<file path="src/logic/mdpcb_pkg.sv">
// constants for the memory decode and power management configuration bank
package mdpcb_pkg;
    // register offsets in configuration space
    localparam logic [7:0] E_SEGMENT_SHADOW_CTRL         = 8'h54;
    localparam logic [7:0] D_SEGMENT_SHADOW_CTRL         = 8'h55;
    localparam logic [7:0] C_SEGMENT_SHADOW_CTRL         = 8'h56;
    localparam logic [7:0] UNCACHED_AREA1_CTRL           = 8'h57;
    localparam logic [7:0] UNCACHED_AREA1_BASE_LOW       = 8'h58;
    localparam logic [7:0] UNCACHED_AREA2_CTRL           = 8'h59;
    localparam logic [7:0] UNCACHED_AREA2_BASE_LOW       = 8'h5a;
    localparam logic [7:0] LEGACY_EMULATION_REFRESH_CTRL = 8'h5b;
    localparam logic [7:0] POST_WRITE_LATENCY_MISC_CTRL  = 8'h5c;
    localparam logic [7:0] PCI_BRIDGE_CTRL               = 8'h5d;
    localparam logic [7:0] SYSTEM_STANDBY_EVENT_MASK     = 8'h5e;
    localparam logic [7:0] MONITOR_WAKE_EVENT_MASK       = 8'h5f;
    localparam int         NUM_REGS                      = 12;
    localparam logic [7:0] REG_RESET                     = 8'h00;
    // field positions
    localparam int NC_ALLOC_BIT = 7, NC_EN_BIT = 6, NC_SIZE_LSB = 3;
    localparam int A20_EN_BIT = 7, FRST_EN_BIT = 6, FRST_LAT_BIT = 5;
    localparam int SLOW_RFSH_BIT = 4, DT_HOLD_BIT = 2, DT_SW_BIT = 1;
    localparam int ADS_LAT_BIT = 7, RFSH_HOLD_BIT = 6, SNOOP_BIT = 5;
    localparam int FULL_LAT_BIT = 3, PARITY_DIS_BIT = 0;
    localparam int PCLK_SEL_LSB = 6, BURST_RANGE_BIT = 5, TRDY_LAT_BIT = 2;
    localparam int PCI_BURST_BIT = 1, PCI_POST_BIT = 0;
    // keyboard controller emulation codes
    localparam logic [15:0] KBC_CMD_PORT   = 16'h0064;
    localparam logic [15:0] KBC_DATA_PORT  = 16'h0060;
    localparam logic [7:0]  A20_CMD        = 8'hd1;
    localparam logic [7:0]  A20_MASK_DATA  = 8'h00;
    localparam logic [3:0]  FRST_CMD_HIGH  = 4'hf;
    // timing
    localparam int CLK_MHZ        = 200;
    localparam int FRST_SHORT_NS  = 2000;
    localparam int FRST_LONG_NS   = 6000;
    localparam int RST_HOLD_CLKS  = 25;
    localparam int DT_SHORT_NS    = 4000;
    localparam int DT_LONG_NS     = 8000;
    localparam int DT_PERIOD_NS   = 12000;
    localparam int FRST_SHORT_CLK = FRST_SHORT_NS * CLK_MHZ / 1000;
    localparam int FRST_LONG_CLK  = FRST_LONG_NS * CLK_MHZ / 1000;
    localparam int DT_SHORT_CLK   = DT_SHORT_NS * CLK_MHZ / 1000;
    localparam int DT_LONG_CLK    = DT_LONG_NS * CLK_MHZ / 1000;
    localparam int DT_PERIOD_CLK  = DT_PERIOD_NS * CLK_MHZ / 1000;
    // pci clock enable: phase accumulator over PCLK_MOD (3x clock rate)
    localparam logic [9:0] PCLK_MOD = 10'd600, PCLK_INC_DIV2 = 10'd300;
    localparam logic [9:0] PCLK_INC_DIV15 = 10'd400, PCLK_INC_14M = 10'd42;
    localparam logic [10:0] BURST_512 = 11'd512, BURST_1K = 11'd1024;
endpackage

</file>
<file path="src/logic/mdpcb_bank.sv">
// configuration bank with decode, legacy emulation, timing and standby event logic
`timescale 1ns/1ps
`default_nettype none
// How it works
// - push rate X-1-1-1 unless bit set
// - per-16KB shadow enable and cacheable bits
// - area 1 enable and expansion routing
// - area size doubles 64KB to 8MB
// - area base from A26-A16 fields
// - second identical independent non-cacheable area
// - A20 sequence claimed with slow devsel
// - fast reset after 2/6us, held 25 clocks
// - slow refresh at quarter rate
// - de-turbo hold 4us or 8 of 12us
// - switch enable off means always turbo
// - sample local status 3T or 2T
// - refresh in hold, snoop filter gated
// - burst ready 1T/2T after full clears
// - parity check active when bit clear
// - pci clock ratio select
// - pci burst range 512B or 1KB
// - burst ready 2/3 clocks after target ready
// - cpu to pci posting and bursting enables
// - enabled events reload system standby timer
// - monitor timer reload and wake events
// - enabled events release stop clock
module mdpcb_bank (
    input  wire logic        clock,
    input  wire logic        rstn,
    input  wire logic [7:0]  cfg_addr,          // configuration register index
    input  wire logic        cfg_wr,            // write strobe
    input  wire logic        cfg_rd,            // read strobe
    input  wire logic [7:0]  cfg_wdata,
    output logic      [7:0]  cfg_rdata,         // valid the cycle after cfg_rd
    input  wire logic [31:0] host_addr,         // current host memory address
    output logic             shadow_hit,
    output logic             shadow_cacheable,
    output logic             uncached_hit,
    output logic             local_dram_off,    // area routed to expansion bus
    input  wire logic        push_rate_sel,     // push-rate select bit
    input  wire logic [1:0]  cache_burst_setting,
    output logic      [1:0]  post_push_rate,    // 0 means X-1-1-1
    input  wire logic        io_wr,             // host i/o write pulse
    input  wire logic        io_access,         // host i/o read or write pulse
    input  wire logic [15:0] io_addr,
    input  wire logic [7:0]  io_wdata,
    output logic             devsel_slow,       // claim with slowest devsel
    output logic             addr20_mask_n,
    output logic             processor_reset,
    input  wire logic        refresh_tick,      // normal refresh rate pulse
    input  wire logic        cpu_held,
    output logic             refresh_req,
    output logic             snoop_filter_en,
    input  wire logic        deturbo_switch,
    output logic             cpu_hold_req,
    input  wire logic        address_strobe_n,
    output logic             local_status_sample,
    input  wire logic        trdy_seen,         // pci target ready pulse
    input  wire logic        full_released,     // post buffer left full
    output logic             burst_ready_n,
    output logic             parity_check_en,
    output logic             pci_clock_en,      // pci_bus_clock rate enable
    output logic      [10:0] burst_limit_bytes,
    output logic             pci_post_en,
    output logic             pci_burst_en,
    input  wire logic        prog10_hit,
    input  wire logic        prog16_hit,
    input  wire logic        hold_event,
    input  wire logic        irq_event,
    input  wire logic        processor_init,
    input  wire logic        stop_clock_set,    // request to assert stop clock
    output logic             sys_standby_reload,
    output logic             monitor_reload,
    output logic             monitor_wake,
    output logic             stop_clock_n
);
    localparam int BASE = int'(mdpcb_pkg::E_SEGMENT_SHADOW_CTRL); // index of first register
    typedef enum logic [1:0] {MDPCB_IDLE, MDPCB_DELAY, MDPCB_ASSERT} mdpcb_frst_e;

    logic [7:0]  regs_q [mdpcb_pkg::NUM_REGS];   // register storage
    logic [7:0]  idx;                            // offset from first register
    logic        in_range;
    logic [7:0]  r5b, r5c, r5d, r5e, r5f;        // named views of control bytes

    assign idx      = cfg_addr - mdpcb_pkg::E_SEGMENT_SHADOW_CTRL;
    assign in_range = cfg_addr >= mdpcb_pkg::E_SEGMENT_SHADOW_CTRL &&
                      cfg_addr <= mdpcb_pkg::MONITOR_WAKE_EVENT_MASK;
    assign r5b = regs_q[mdpcb_pkg::LEGACY_EMULATION_REFRESH_CTRL - BASE];
    assign r5c = regs_q[mdpcb_pkg::POST_WRITE_LATENCY_MISC_CTRL - BASE];
    assign r5d = regs_q[mdpcb_pkg::PCI_BRIDGE_CTRL - BASE];
    assign r5e = regs_q[mdpcb_pkg::SYSTEM_STANDBY_EVENT_MASK - BASE];
    assign r5f = regs_q[mdpcb_pkg::MONITOR_WAKE_EVENT_MASK - BASE];

    // register writes; all bits clear so features start disabled, except parity checking which is on while its bit is clear
    always_ff @(posedge clock or negedge rstn) begin
        if (!rstn) begin
            for (int i = 0; i < mdpcb_pkg::NUM_REGS; i++) begin
                regs_q[i] <= mdpcb_pkg::REG_RESET;
            end
        end else if (cfg_wr && in_range) begin
            regs_q[idx[3:0]] <= cfg_wdata;
        end
    end

    // read data; unmapped offsets read zero
    always_ff @(posedge clock or negedge rstn) begin
        if (!rstn) begin
            cfg_rdata <= 8'h00;
        end else if (cfg_rd) begin
            cfg_rdata <= in_range ? regs_q[idx[3:0]] : 8'h00;
        end
    end

    // shadow decode for c, d and e segments
    logic [7:0] seg_byte;
    logic       seg_hit;
    logic [1:0] sub;
    always_comb begin
        seg_hit  = 1'b1;
        unique case (host_addr[31:16])
            16'h000e: seg_byte = regs_q[0];
            16'h000d: seg_byte = regs_q[1];
            16'h000c: seg_byte = regs_q[2];
            default: begin
                seg_byte = 8'h00;
                seg_hit  = 1'b0;
            end
        endcase
        sub = host_addr[15:14];
    end

    // two non-cacheable areas, identical structure
    logic [1:0] nc_hit, nc_ext;
    genvar g;
    generate
        for (g = 0; g < 2; g++) begin : g_area
            logic [7:0]  ctl, lo;
            logic [10:0] base, mask;
            assign ctl  = regs_q[3 + 2 * g];
            assign lo   = regs_q[4 + 2 * g];
            assign base = {ctl[2:0], lo};
            assign mask = 11'((11'h001 << ctl[5:3]) - 11'h001);
            // area sits in the first 128MB, so A31..A27 must be zero
            assign nc_hit[g] = ctl[mdpcb_pkg::NC_EN_BIT] &&
                               host_addr[31:27] == 5'h00 &&
                               ((host_addr[26:16] ^ base) & ~mask) == 11'h000;
            assign nc_ext[g] = nc_hit[g] & ctl[mdpcb_pkg::NC_ALLOC_BIT];
        end
    endgenerate

    // registered decode results; lowest sub-block owns the top shadow bit
    always_ff @(posedge clock or negedge rstn) begin
        if (!rstn) begin
            shadow_hit       <= 1'b0;
            shadow_cacheable <= 1'b0;
            uncached_hit     <= 1'b0;
            local_dram_off   <= 1'b0;
        end else begin
            shadow_hit       <= seg_hit & seg_byte[3'd7 - {1'b0, sub}];
            shadow_cacheable <= seg_hit & seg_byte[3'd3 - {1'b0, sub}];
            uncached_hit     <= |nc_hit;
            local_dram_off   <= |nc_ext;
        end
    end

    // static control outputs, registered from the bank; push rate registered from push_rate_sel and cache_burst_setting
    always_ff @(posedge clock or negedge rstn) begin
        if (!rstn) begin
            post_push_rate    <= 2'b00;
            snoop_filter_en   <= 1'b0;
            parity_check_en   <= 1'b0;
            burst_limit_bytes <= mdpcb_pkg::BURST_512;
            pci_post_en       <= 1'b0;
            pci_burst_en      <= 1'b0;
        end else begin
            post_push_rate    <= push_rate_sel ? cache_burst_setting : 2'b00;
            snoop_filter_en   <= r5c[mdpcb_pkg::SNOOP_BIT];
            parity_check_en   <= ~r5c[mdpcb_pkg::PARITY_DIS_BIT];
            burst_limit_bytes <= r5d[mdpcb_pkg::BURST_RANGE_BIT] ?
                                 mdpcb_pkg::BURST_1K : mdpcb_pkg::BURST_512;
            pci_post_en       <= r5d[mdpcb_pkg::PCI_POST_BIT];
            pci_burst_en      <= r5d[mdpcb_pkg::PCI_BURST_BIT];
        end
    end

    // keyboard controller snoop
    logic wr64, wr60, a20_armed;
    assign wr64 = io_wr && io_addr == mdpcb_pkg::KBC_CMD_PORT;
    assign wr60 = io_wr && io_addr == mdpcb_pkg::KBC_DATA_PORT;

    // gate A20 emulation; claimed only when enabled, else left to subtractive decode
    always_ff @(posedge clock or negedge rstn) begin
        if (!rstn) begin
            devsel_slow   <= 1'b0;
            a20_armed     <= 1'b0;
            addr20_mask_n <= 1'b1;
        end else begin
            devsel_slow <= r5b[mdpcb_pkg::A20_EN_BIT] & (wr64 | wr60);
            if (!r5b[mdpcb_pkg::A20_EN_BIT]) begin
                a20_armed <= 1'b0;
            end else if (wr64) begin
                a20_armed <= io_wdata == mdpcb_pkg::A20_CMD;
            end else if (wr60 && a20_armed) begin
                a20_armed     <= 1'b0;
                // any other data byte after the command releases the mask
                addr20_mask_n <= io_wdata != mdpcb_pkg::A20_MASK_DATA;
            end
        end
    end

    // fast reset: delay then fixed-width pulse
    mdpcb_frst_e frst_q;
    logic [10:0] frst_cnt;
    logic        frst_cmd;
    assign frst_cmd = wr64 && r5b[mdpcb_pkg::FRST_EN_BIT] &&
                      io_wdata[7:4] == mdpcb_pkg::FRST_CMD_HIGH && !io_wdata[0];
    always_ff @(posedge clock or negedge rstn) begin
        if (!rstn) begin
            frst_q   <= MDPCB_IDLE;
            frst_cnt <= 11'h000;
        end else begin
            unique case (frst_q)
                MDPCB_IDLE: if (frst_cmd) begin
                    frst_q   <= MDPCB_DELAY;
                    frst_cnt <= r5b[mdpcb_pkg::FRST_LAT_BIT] ?
                                11'(mdpcb_pkg::FRST_LONG_CLK - 1) :
                                11'(mdpcb_pkg::FRST_SHORT_CLK - 1);
                end
                MDPCB_DELAY: if (frst_cnt == 11'h000) begin
                    frst_q   <= MDPCB_ASSERT;
                    frst_cnt <= 11'(mdpcb_pkg::RST_HOLD_CLKS - 1);
                end else begin
                    frst_cnt <= frst_cnt - 11'h001;
                end
                MDPCB_ASSERT: if (frst_cnt == 11'h000) begin
                    frst_q <= MDPCB_IDLE;
                end else begin
                    frst_cnt <= frst_cnt - 11'h001;
                end
            endcase
        end
    end
    assign processor_reset = frst_q == MDPCB_ASSERT;

    // refresh divider; a skipped tick while held is lost, not deferred
    logic [1:0] rfsh_div;
    always_ff @(posedge clock or negedge rstn) begin
        if (!rstn) begin
            rfsh_div    <= 2'b00;
            refresh_req <= 1'b0;
        end else begin
            if (refresh_tick) begin
                rfsh_div <= rfsh_div + 2'b01;
            end
            refresh_req <= refresh_tick &&
                           (!r5b[mdpcb_pkg::SLOW_RFSH_BIT] || rfsh_div == 2'b11) &&
                           (!cpu_held || r5c[mdpcb_pkg::RFSH_HOLD_BIT]);
        end
    end

    // de-turbo window over a 12us frame
    logic [11:0] dt_cnt;
    logic        dt_active;
    assign dt_active = r5b[mdpcb_pkg::DT_SW_BIT] & deturbo_switch;
    always_ff @(posedge clock or negedge rstn) begin
        if (!rstn) begin
            dt_cnt       <= 12'h000;
            cpu_hold_req <= 1'b0;
        end else begin
            if (!dt_active || dt_cnt == 12'(mdpcb_pkg::DT_PERIOD_CLK - 1)) begin
                dt_cnt <= 12'h000;
            end else begin
                dt_cnt <= dt_cnt + 12'h001;
            end
            cpu_hold_req <= dt_active && dt_cnt < (r5b[mdpcb_pkg::DT_HOLD_BIT] ?
                            12'(mdpcb_pkg::DT_LONG_CLK) : 12'(mdpcb_pkg::DT_SHORT_CLK));
        end
    end

    // delay lines for address strobe, target ready and full release
    logic [2:0] dly [3];
    logic [2:0] dly_in;
    assign dly_in = {full_released, trdy_seen, ~address_strobe_n};
    generate
        for (g = 0; g < 3; g++) begin : g_dly
            always_ff @(posedge clock or negedge rstn) begin
                if (!rstn) begin
                    dly[g] <= 3'b000;
                end else begin
                    dly[g] <= {dly[g][1:0], dly_in[g]};
                end
            end
        end
    endgenerate
    // tap k means k+1 clocks after the event
    assign local_status_sample = r5c[mdpcb_pkg::ADS_LAT_BIT] ? dly[0][1] : dly[0][2];
    assign burst_ready_n = !((r5d[mdpcb_pkg::TRDY_LAT_BIT] ? dly[1][2] : dly[1][1]) ||
                             (r5c[mdpcb_pkg::FULL_LAT_BIT] ? dly[2][1] : dly[2][0]));

    // pci clock enable by phase accumulation; reserved code stops it
    logic [9:0] pclk_acc, pclk_inc;
    logic [10:0] pclk_sum;
    always_comb begin
        unique case (r5d[7:6])
            2'b00:   pclk_inc = mdpcb_pkg::PCLK_INC_DIV2;
            2'b01:   pclk_inc = mdpcb_pkg::PCLK_INC_DIV15;
            2'b11:   pclk_inc = mdpcb_pkg::PCLK_INC_14M;
            default: pclk_inc = 10'h000;
        endcase
        pclk_sum = {1'b0, pclk_acc} + {1'b0, pclk_inc};
    end
    always_ff @(posedge clock or negedge rstn) begin
        if (!rstn) begin
            pclk_acc     <= 10'h000;
            pci_clock_en <= 1'b0;
        end else begin
            pci_clock_en <= pclk_sum >= {1'b0, mdpcb_pkg::PCLK_MOD};
            pclk_acc     <= pclk_sum >= {1'b0, mdpcb_pkg::PCLK_MOD} ?
                            10'(pclk_sum - {1'b0, mdpcb_pkg::PCLK_MOD}) : pclk_sum[9:0];
        end
    end

    // standby event decode on the 10-bit i/o address
    logic disk_io, ser_io, par_io;
    logic [9:0] a;
    assign a = io_addr[9:0];
    assign disk_io = io_access && (a[9:3] == 7'h3e || a == 10'h3f6);
    assign ser_io  = io_access && (a[9:3] == 7'h5f || a[9:3] == 7'h7f ||
                                   a[9:3] == 7'h5d || a[9:3] == 7'h7d);
    assign par_io  = io_access && (a[9:3] == 7'h4f || a[9:3] == 7'h6f ||
                                   (a >= 10'h3bc && a <= 10'h3be));

    // event pulses and stop clock; a release wins over a same-cycle assert
    logic stp_release;
    assign stp_release = (irq_event & r5f[3]) | (hold_event & r5f[2]) |
                         (processor_init & r5f[1]);
    always_ff @(posedge clock or negedge rstn) begin
        if (!rstn) begin
            sys_standby_reload <= 1'b0;
            monitor_reload     <= 1'b0;
            monitor_wake       <= 1'b0;
            stop_clock_n       <= 1'b1;
        end else begin
            sys_standby_reload <= (prog10_hit & r5e[7]) | (prog16_hit & r5e[6]) |
                                  (disk_io & r5e[5]) | (ser_io & r5e[4]) |
                                  (par_io & r5e[3]) | (hold_event & r5e[2]) |
                                  (irq_event & r5e[1]);
            monitor_reload <= (irq_event & r5f[7]) | (hold_event & r5f[6]);
            monitor_wake   <= (irq_event & r5f[5]) | (hold_event & r5f[4]);
            if (stp_release) begin
                stop_clock_n <= 1'b1;
            end else if (stop_clock_set) begin
                stop_clock_n <= 1'b0;
            end
        end
    end

    localparam int FR_LO = 401;
endmodule // mdpcb_bank
`default_nettype wire

</file>
<file path="config.mk">
export PLATFORM = sky130hd
export DESIGN_NAME = mdpcb_bank
export DESIGN_NICKNAME = d
export VERILOG_FILES = /design/src/logic/mdpcb_pkg.sv /design/src/logic/mdpcb_bank.sv
export SDC_FILE = /design/constraint.sdc
export NUM_CORES = 1
export LEC_CHECK = 0
export ABC_AREA = 1
export BUFFER_PORTS_ARGS = -buffer_cell sky130_fd_sc_hd__buf_2
export CAP_MARGIN = 25
export CORE_UTILIZATION = 58
export CTS_CLUSTER_SIZE = 30
export DETAILED_ROUTE_END_ITERATION = 7
export HOLD_SLACK_MARGIN = 0.12
export PLACE_DENSITY = 0.93
export SLEW_MARGIN = 10
export SYNTH_ARGS = -nofsm -noshare
export SYNTH_HDL_FRONTEND = slang
export SYNTH_SLANG_ARGS = --single-unit
</file>
<file path="constraint.sdc">
create_clock -name clock -period 3.1 [get_ports clock]
set_clock_uncertainty 0.15 [all_clocks]
set_input_delay 0.155 -clock clock [delete_from_list [all_inputs] [get_ports clock]]
set_output_delay 0.155 -clock clock [all_outputs]
set_load 0.05 [all_outputs]
</file>
# Word-level counts from Yosys, hierarchy flattened
# Cells that the tools add are included.
# Widths: inputs -> output; s select.
# totals
regBits	180
out_inout_bits	41
# op_classes
n_addsub	10
magnitude_cmp	10
eq_ne	26
shift	2
n_mux	36
n_bitwise	41
n_reduce_logical	49
# ops
cell	n
$bwmux 96	1
$mux 11	6
$eq 16x4->1 const B	3
$eq 7x7->1 const B	6
$logic_not 11->1	3
$pmux 11 s3	1
$sub 11x1->11 const B	3
$bmux 8 s4	1
$demux 8 s4	1
$eq 16x7->1 const B	2
$mux 8	4
$pmux 9 s3	1
$pmux 8 s3	1
$and 11x11->11	2
$not 11->11	2
$shl 1x3->11 const A	2
$xor 11x11->11	2
$and 1x1->1	20
$logic_and 1x1->1	20
$add 12x1->12 const B	1
$eq 12x12->1 const B	1
$lt 12x11->1	1
$mux 12	1
$add 10x9->11	1
other kinds (40)	88

# Logic depth before layout (Yosys ltp)
# Gate-level depths: netlist of the first run.
# depth
word_depth	10
depth_mapped	18
depth_no_buf	18

# Least setup slack after synthesis of the first run
# No wires, ideal clock.
# synth_timing
path_type	reg-to-reg
startpoint	register regs_q, in the netlist r5d[6]
endpoint	register pclk_acc[3]
arrival_ns	2.303
required_time_ns	2.833
path_slack_ns	0.530
stages_incl_launch_ff	17
path_buffers	0
period_less_slack_ns	2.570
path_cell_list	dfrtp_1 > inv_1 > ha_1 > inv_1 > fa_1 > nand3b_1 > nand2_1 > inv_1 > ha_1 > inv_1 > nand2_1 > nand2_1 > nand3_1 > nand2_1 > nand2_1 > nand2_1 > nand2_1
# synth_between
elab_chain_cells	5
elab_cells_between_ends	8
classes_between	add/sub (2); order compare (1); eq/ne (2); mux (2); reduce/logical (1)
# synth_lines
element	line	source
start: declaration	mdpcb_bank.sv:80	logic [7:0] regs_q [mdpcb_pkg::NUM_REGS];
start signal: indexed assignment	mdpcb_bank.sv:98	regs_q[i] <= mdpcb_pkg::REG_RESET;
start signal: indexed assignment	mdpcb_bank.sv:101	regs_q[idx[3:0]] <= cfg_wdata;
$eq 2x2->1, or another cell as far along	mdpcb_bank.sv:304	unique case (r5d[7:6])
$pmux 9 s3 (*)	mdpcb_bank.sv:304	
$add 10x9->11 (*)	mdpcb_bank.sv:310	pclk_sum = {1'b0, pclk_acc} + {1'b0, pclk_inc};
$sub 10x10->10 or $ge 11x10->1 (tied branches)	mdpcb_bank.sv:319, mdpcb_bank.sv:318	
$mux 10 (*)	mdpcb_bank.sv:318	pclk_acc <= pclk_sum >= {1'b0, mdpcb_pkg::PCLK_MOD} ?
end signal: assignment	mdpcb_bank.sv:318	
end: declaration	mdpcb_bank.sv:301	logic [9:0] pclk_acc, pclk_inc;
# Mark *: on every way between the ends. The rest lies on a longest branch, timed or not.
# A chain may end at the register's enable or synchronous reset.

# Worst setup path in the final report of the first run
# layout_timing
startpoint	input io_addr[12]
endpoint	register a20_armed
# layout_between
elab_chain_cells	4
elab_cells_between_ends	8
classes_between	eq/ne (3); mux (2); reduce/logical (3)
# layout_lines
element	line	source
start: declaration	mdpcb_bank.sv:45	input wire logic [15:0] io_addr,
$eq 16x7->1, on equally long branches	mdpcb_bank.sv:189, mdpcb_bank.sv:188	
$logic_and 1x1->1, on equally long branches	mdpcb_bank.sv:189, mdpcb_bank.sv:188	
$logic_and 1x1->1 or $mux 1 (tied branches)	mdpcb_bank.sv:203, mdpcb_bank.sv:201	
$ne 3x1->1 (no line) or $mux 1 (tied branches)	--	
end signal: assignment	mdpcb_bank.sv:202	a20_armed <= io_wdata == mdpcb_pkg::A20_CMD;
end: declaration	mdpcb_bank.sv:187	logic wr64, wr60, a20_armed;
# Parallel ways exist; a longest one is shown, timed or not.

==> metrics.txt, run 1 <==
Util after Layout=0.718; clock buffer count from CTS=17; Layout area overhead=20.3%; Synth area leader=dfrtp_1; total grt overflow=0; Rel. slew slack=0.365; I/O pin total=134; status=complete, no violations; Avg Cell Area, Syn=8.16 sq um; GPL Wtd Cong=0.961; global-route wire length before repair=41.2 mm; Max IR drop VDD=0.843 mV; DP Wirelength=16.9 mm; post-route setup TNS=0 ps; max cap viols=0; largest family of logic cells by synthesized area=simple AND/OR/NAND/NOR gates; Pwr per Cell Area=566 mW/mm^2; drt pass-1 iters=6; reg2reg path depth=16; final count of negative-setup-slack endpoints=0; port bufs=110; share of layout cells above drive strength 1=0.145; Final min period=2980 ps; Crit Path Max Fanout=3; Core Area=0.0153 sq mm; Bufs on Longest Clock Path=2; vias per std cell=5.76; H-tree Lvls=4; min-delay worst type=in -> reg; Routed WL=25.4 mm; synth top area cells=dfrtp_1, nand2_1, inv_1; Overall Power=6.22 mW; post-route worst setup slack=117 ps; Top FF cell, synth=dfrtp_1; row count=45; worst skew pair latency=440 ps; synthesized cell area=0.00914 sq mm; Worst-Margin Slew=944 ps; type of destination of the critical path=flip-flop; vias in the first global route=8,572; full die area=0.0163 sq mm; Post-Synth XOR/XNOR Area=0.0182; largest net degree at the start of global routing=79; Ant. Diodes=0; Pins Over Slew Limit=0; die height=128 um; Worst EP required=3270 ps; hold slack final=46.3 ps; per-cell routed wire length=16.8 um; kind of start point of the critical path=input pin; commonest non-fill, non-tap cells in the layout=nand2_1, dfrtp_1, inv_1; Remaining DRCs=0; post-place setup slack=309 ps; ys async rst share=1.00; top cell type's share of synthesized area=0.457; Leak Pwr=5.54 nW; Arr. time, crit path=3150 ps; commonest non-fill, non-tap cell in the layout=nand2_1; routed vias=8,692; RSZ-0062 raised after global routing=no; Mapped Cells=1,120; Netlist cell types=49; TritonCTS clock tree=yes; register area share after synthesis=0.466; max frequency=0.335 GHz; mux contribution to synthesized area=0.00370; final period utilization=0.962; initial drt markers=1,072; Die Wd=128 um; Clock transition at path regs=70 ps; area share of fa/ha/maj cells after synthesis=0.0351; NumNets Final=1,402; Post-synth EDFFs=0; WHS Path Cells=6; antenna violations before repair=0; simple logic cell fraction of the synthesized area=0.222; Starting Density=0.597; gr usage total=0.328; Root Driver=clkbuf_16; Routed Antenna Nets=0; Ys Warns=0; WS Path Type=in -> reg; Yosys reg bits=170; complex-gate fraction of the synthesized area=0.169; Sink Count=170; Hold Violations, Final=0
[sequential cells by signal, indices dropped and copies added, names as in the netlist, 9 cells and up]
register	cells
g_area.lo	16
g_area.ctl	16
regs_q	24
dt_cnt	12
frst_cnt	11
pclk_acc	9
[cell families (layout without fill, tap and decap cells)]
| kind of cell | count (synthesis) | count (layout) |
|---|---|---|
| simple gates | 458 | 458 |
| compound gates | 263 | 263 |
| buf+inv | 181 | 350 |
| flops | 170 | 170 |
| fa+ha+maj | 25 | 25 |
| xor+xnor | 19 | 19 |
| mux | 3 | 3 |
| other cells | 1 | 9 |
[Yosys cell counts, types with 3 or more instances]
cell type / number
nand3b_1: 4
mux2_2: 3
o22ai_1: 26
ha_1: 24
dfrtp_1: 167
buf_6: 8
or2_2: 6
nor3_1: 16
o21ai_1: 64
xor2_1: 11
nand2_4: 10
a21oi_1: 36
clkbuf_1: 15
nor2_1: 64
nand2_1: 284
inv_1: 143
nand4_1: 10
o2111ai_1: 9
o211ai_1: 10
nor4_1: 3
nor3b_1: 4
nand3_1: 50
a22oi_1: 15
dfstp_2: 3
buf_4: 11
o21bai_1: 4
o21ai_0: 72
xnor2_1: 8
o31ai_1: 7
o21a_1: 6
[where the power goes]
part / switching [mW] / leakage (nW) / internal (mW)
registers: 0.113 / 2.22 / 2.39
clock network: 0.940 / 0.293 / 1.23
logic: 1.01 / 3.03 / 0.545
[path summary, 6_finish.rpt]
check	from	endpoint	slack, ps
worst max-delay path	io_addr[12]	a20_armed	120
worst min-delay path	io_addr[2]	addr20_mask_n	50
worst max register to register	r5d[7]	pclk_acc[7]	260
worst min register to register	dly[6]	dly[7]	210
max in group asynchronous	rstn	addr20_mask_n	1850
min in group asynchronous	rstn	frst_cnt[6]	190
[area by class of cell]
cell class | count | area [sq um]
Inverter | 144 | 541
Sequential cell | 170 | 4260
Multi-Input combinational cell | 777 | 4140
Fill cell | 1124 | 4320
Tap cell | 211 | 264
Clock inverter | 14 | 160
Timing Repair Buffer | 174 | 1190
Clock buffer | 18 | 439
[metal layers]
layer  track usage  wire (um)  vias to the layer above
met5             0          0                        -
met4         0.171       1070                        0
met3        0.0712       2410                      101
li1              -          -                     4040
met2         0.547      12200                      531
met1         0.402       9700                     4020
[critical path, cell delays in order]
cell,delay (ps)
dlygate4sd3_1,540
buf_2,130
nor2_1,70
dlygate4sd3_1,550
nand2_1,80
nor2_4,110
buf_4,130
dlygate4sd3_1,550
o211ai_1,110
nand3_1,90
o31ai_1,70
dlygate4sd3_1,570
[repair_timing]
action,4_1_cts,5_1_grt
setup endpoints to repair,0,2
hold buffers,51,0
buffers inserted,0,1
endpoints found under the hold margin,165,0
resized for setup,0,4
[stage by stage]
step                      cell area (sq um)  instances
after floorplan                        9170       1128
after global placement                 9870       1425
after detailed placement               9870       1425
after CTS                             11000       1508
after global routing                  11000       1508
final                                 11000       1508
No activity file was read; power rests on OpenSTA's default activity.
==> inputs of run 2 (changes only) <==
--- a/config.mk
+++ b/config.mk
@@ -5,7 +5,6 @@
 export SDC_FILE = /design/constraint.sdc
 export NUM_CORES = 1
 export LEC_CHECK = 0
-export ABC_AREA = 1
 export BUFFER_PORTS_ARGS = -buffer_cell sky130_fd_sc_hd__buf_2
 export CAP_MARGIN = 25
 export CORE_UTILIZATION = 58
==> run 2 against run 1 <==
Die area is 1.7% lower. Final cell count decreased by 21%. Via count decreased by 10%. Register-to-register slack worse by 550 ps. Largest power group unchanged. Sequential share of layout area decreased by 1.3 points. Worst hold slack better by 120 ps. The flow now finishes with violations (negative setup slack). Critical path type is now reg -> reg. Sequential power is 2% higher.
==> metrics.txt, run 2 <==
status=complete, but fails checks; violated checks=negative setup slack; Mapped Cells=783 (-30%); Ys Warns=0 (unchanged); Arr. time, crit path=3570 ps (+420 ps); I/O pin total=134 (unchanged); Worst-Margin Slew=844 ps (-99.7 ps); Leak Pwr=5.29 nW (-4.6%); Pwr per Cell Area=614 mW/mm^2 (+8.6%); type of destination of the critical path=flip-flop; GR Layer Usage met3=0.0936 (+0.0224); Synth area leader=dfrtp_1; Max IR drop VDD=1.03 mV (+22%); TritonCTS clock tree=yes; global-route wire length before repair=42.8 mm (+4.0%); most common cell in the synthesized netlist=dfrtp_1; synthesized cell area=0.00897 sq mm (-1.8%); per-cell routed wire length=23.4 um (+39%); top cell type's share of synthesized area=0.466 (+0.00829); Routed WL=27.7 mm (+9.2%); Netlist cell types=67 (+37%); max frequency=0.295 GHz (-12%); kind of start point of the critical path=flip-flop; antenna violations before repair=0 (unchanged); Layout area overhead=26.7%; Starting Density=0.593 (-0.00409); vias per std cell=6.57 (+14%); GPL Wtd Cong=0.957 (-0.36%); Finished Layout Cells=1,187 (-21%); die height=126 um (-0.88%); Finished Cell Area=0.0114 sq mm (+3.5%); Top FF cell, synth=dfrtp_1; total grt overflow=0 (unchanged); Top reg by flops=regs_q; Rel. slew slack=0.436 (+0.0711); DP Wirelength=16.5 mm (-2.5%); Yosys reg bits=170 (unchanged); synth top area cells=dfrtp_1, mux2_2, mux4_2; final period utilization=1.09 (+0.133); Root Driver=clkbuf_16; Core Area=0.0151 sq mm (-1.1%); GR peak layer=met2; worst skew pair latency=450 ps (about the same); commonest non-fill, non-tap cells in the layout=dfrtp_1, buf_2, mux2_2; vias in the first global route=7,840 (-8.5%); Clock transition at path regs=70 ps (about the same); M2 GR Usage=0.575 (+0.0278); max cap viols=0 (unchanged); share of layout cells above drive strength 1=0.355 (+0.210); Pins Over Slew Limit=0 (unchanged); Avg Cell Area, Syn=11.5 sq um (+40%); min-delay worst type=in -> async; Synth top cells by count=dfrtp_1, mux2_2, nor2_1, nand2_1, inv_1; drt pass-1 iters=5 (-1); post-route worst setup slack=-294 ps (-411 ps); final count of negative-setup-slack endpoints=8 (+8); register area share after synthesis=0.474 (+0.00845); Die Wd=126 um (-0.88%); initial drt markers=836 (-22%); commonest non-fill, non-tap cell in the layout=dfrtp_1; port bufs=110 (unchanged); clock buffer count from CTS=17 (unchanged); Worst EP required=3270 ps (about the same); Hold Violations, Final=0 (unchanged); max reg flops=24 (unchanged); gr usage total=0.354 (+0.0262); hold slack final=164 ps (+118 ps); H-tree Lvls=4 (unchanged); full die area=0.0160 sq mm (-1.7%); largest net degree at the start of global routing=74 (-6.3%); row count=45 (unchanged); RSZ-0062 raised after global routing=yes; routed vias=7,802 (-10%); Bufs on Longest Clock Path=2 (unchanged); ys async rst share=1.00 (unchanged); Routed Antenna Nets=0 (unchanged); Final min period=3390 ps (+411 ps); Crit Path Max Fanout=3 (unchanged); Post-synth EDFFs=0 (unchanged); NumNets Final=1,106 (-21%); WS Path Type=reg -> reg; Sink Count=170 (unchanged); Inst Count DP=1,091 (-23%); Remaining DRCs=0 (unchanged); Ant. Diodes=0 (unchanged); GRT met1 Usage=0.433 (+0.0313); Post-DP Area=0.00997 sq mm (+0.99%)
-- run 2: cell types whose count changed in the layout (fill, tap and decap cells not counted), moves of 9 or more --
cell,delta
mux2_2,+102
nand3_1,-36
inv_1,-103
buf_4,+33
o22ai_1,-17
nor2b_1,+9
nor2_1,-12
mux4_2,+24
nand2_1,-240
nand2_4,-9
xnor2_1,+16
a21oi_1,-9
o21ai_1,-62
o21ai_0,-39
-- run 2: through the flow --
| stage | power, mW | utilization | TNS [ps] | worst slack, ps |
|---|---|---|---|---|
| 2_1_floorplan | 3.67 | - | -418 | -150 |
| 3_3_place_gp | 4.15 | 0.658 | -475 | -147 |
| 3_5_place_dp | 4.24 | 0.658 | -1070 | -296 |
| 4_1_cts | 6.60 | 0.740 | -1060 | -244 |
| 5_1_grt | 7.24 | 0.751 | -2420 | -408 |
| 6_report | 6.99 | 0.751 | -1510 | -294 |
-- run 2: cell families (layout without fill, tap and decap cells) --
logic type               after synthesis  count (layout)  synth area share
AO/OA/AOI/OAI                        137             137             0.103
adder cells (fa/ha/maj)               25              25            0.0357
XOR/XNOR                              44              44            0.0438
other                                  1               9          0.000418
multiplexers                         130             130             0.193
flip-flops                           170             170             0.474
buffers and inverters                 78             286            0.0372
AND/OR/NAND/NOR                      198             198             0.113
-- run 2: metal layers --
layer / share of wire / up-vias / wire length, um
met5: 0 / - / 0
met4: 0.056 / 0 / 1550
met3: 0.085 / 146 / 2360
met2: 0.49 / 548 / 13500
met1: 0.37 / 3871 / 10300
li1: - / 3237 / -
-- run 2: repair_timing --
| action | CTS | global route |
|---|---|---|
| endpoints found under the hold margin | 244 | 0 |
| gates cloned | 0 | 0 |
| endpoints found under the setup margin | 7 | 19 |
| buffers inserted | 4 | 5 |
| gates resized for setup | 11 | 20 |
| hold buffers | 57 | 0 |
| pin swaps | 6 | 14 |
-- run 2: layout make-up --
class,count,area (sq um)
clock buffer,23,468
timing repair buffer,213,1490
tap,188,235
sequential,170,4260
multi-input combinational,543,4650
fill,819,3770
inverter,43,161
clock inverter,7,118
-- run 2: final timing paths --
path	endpoint	cells past startpoint	slack, ps	start
max	pclk_acc[4]	15	-290	r5d[7]
min	regs_q[94]	2	160	rstn
max reg2reg	pclk_acc[4]	15	-290	r5d[7]
min reg2reg	dly[7]	0	210	dly[6]
max in group asynchronous	stop_clock_n	3	1780	rstn
min in group clock	local_dram_off	6	180	host_addr[28]
-- run 2: critical path, cell delays in order (launching register included) --
cell and delay [ps]:
dfrtp_1 400, ha_2 220, ha_4 140, inv_2 40
fa_2 390, nand2b_4 170, nand2_4 70, xnor2_2 120
inv_1 90, ha_4 170, or3_4 340, nor3_4 190
nor4_4 90, a211oi_2 300, o21bai_4 90, mux2_4 290
-- run 2: report_power, final --
| group | internal [mW] | total, mW | switching [mW] |
|---|---|---|---|
| combinational | 1.05 | 2.26 | 1.21 |
| sequential | 2.37 | 2.54 | 0.167 |
| clock | 1.30 | 2.18 | 0.883 |
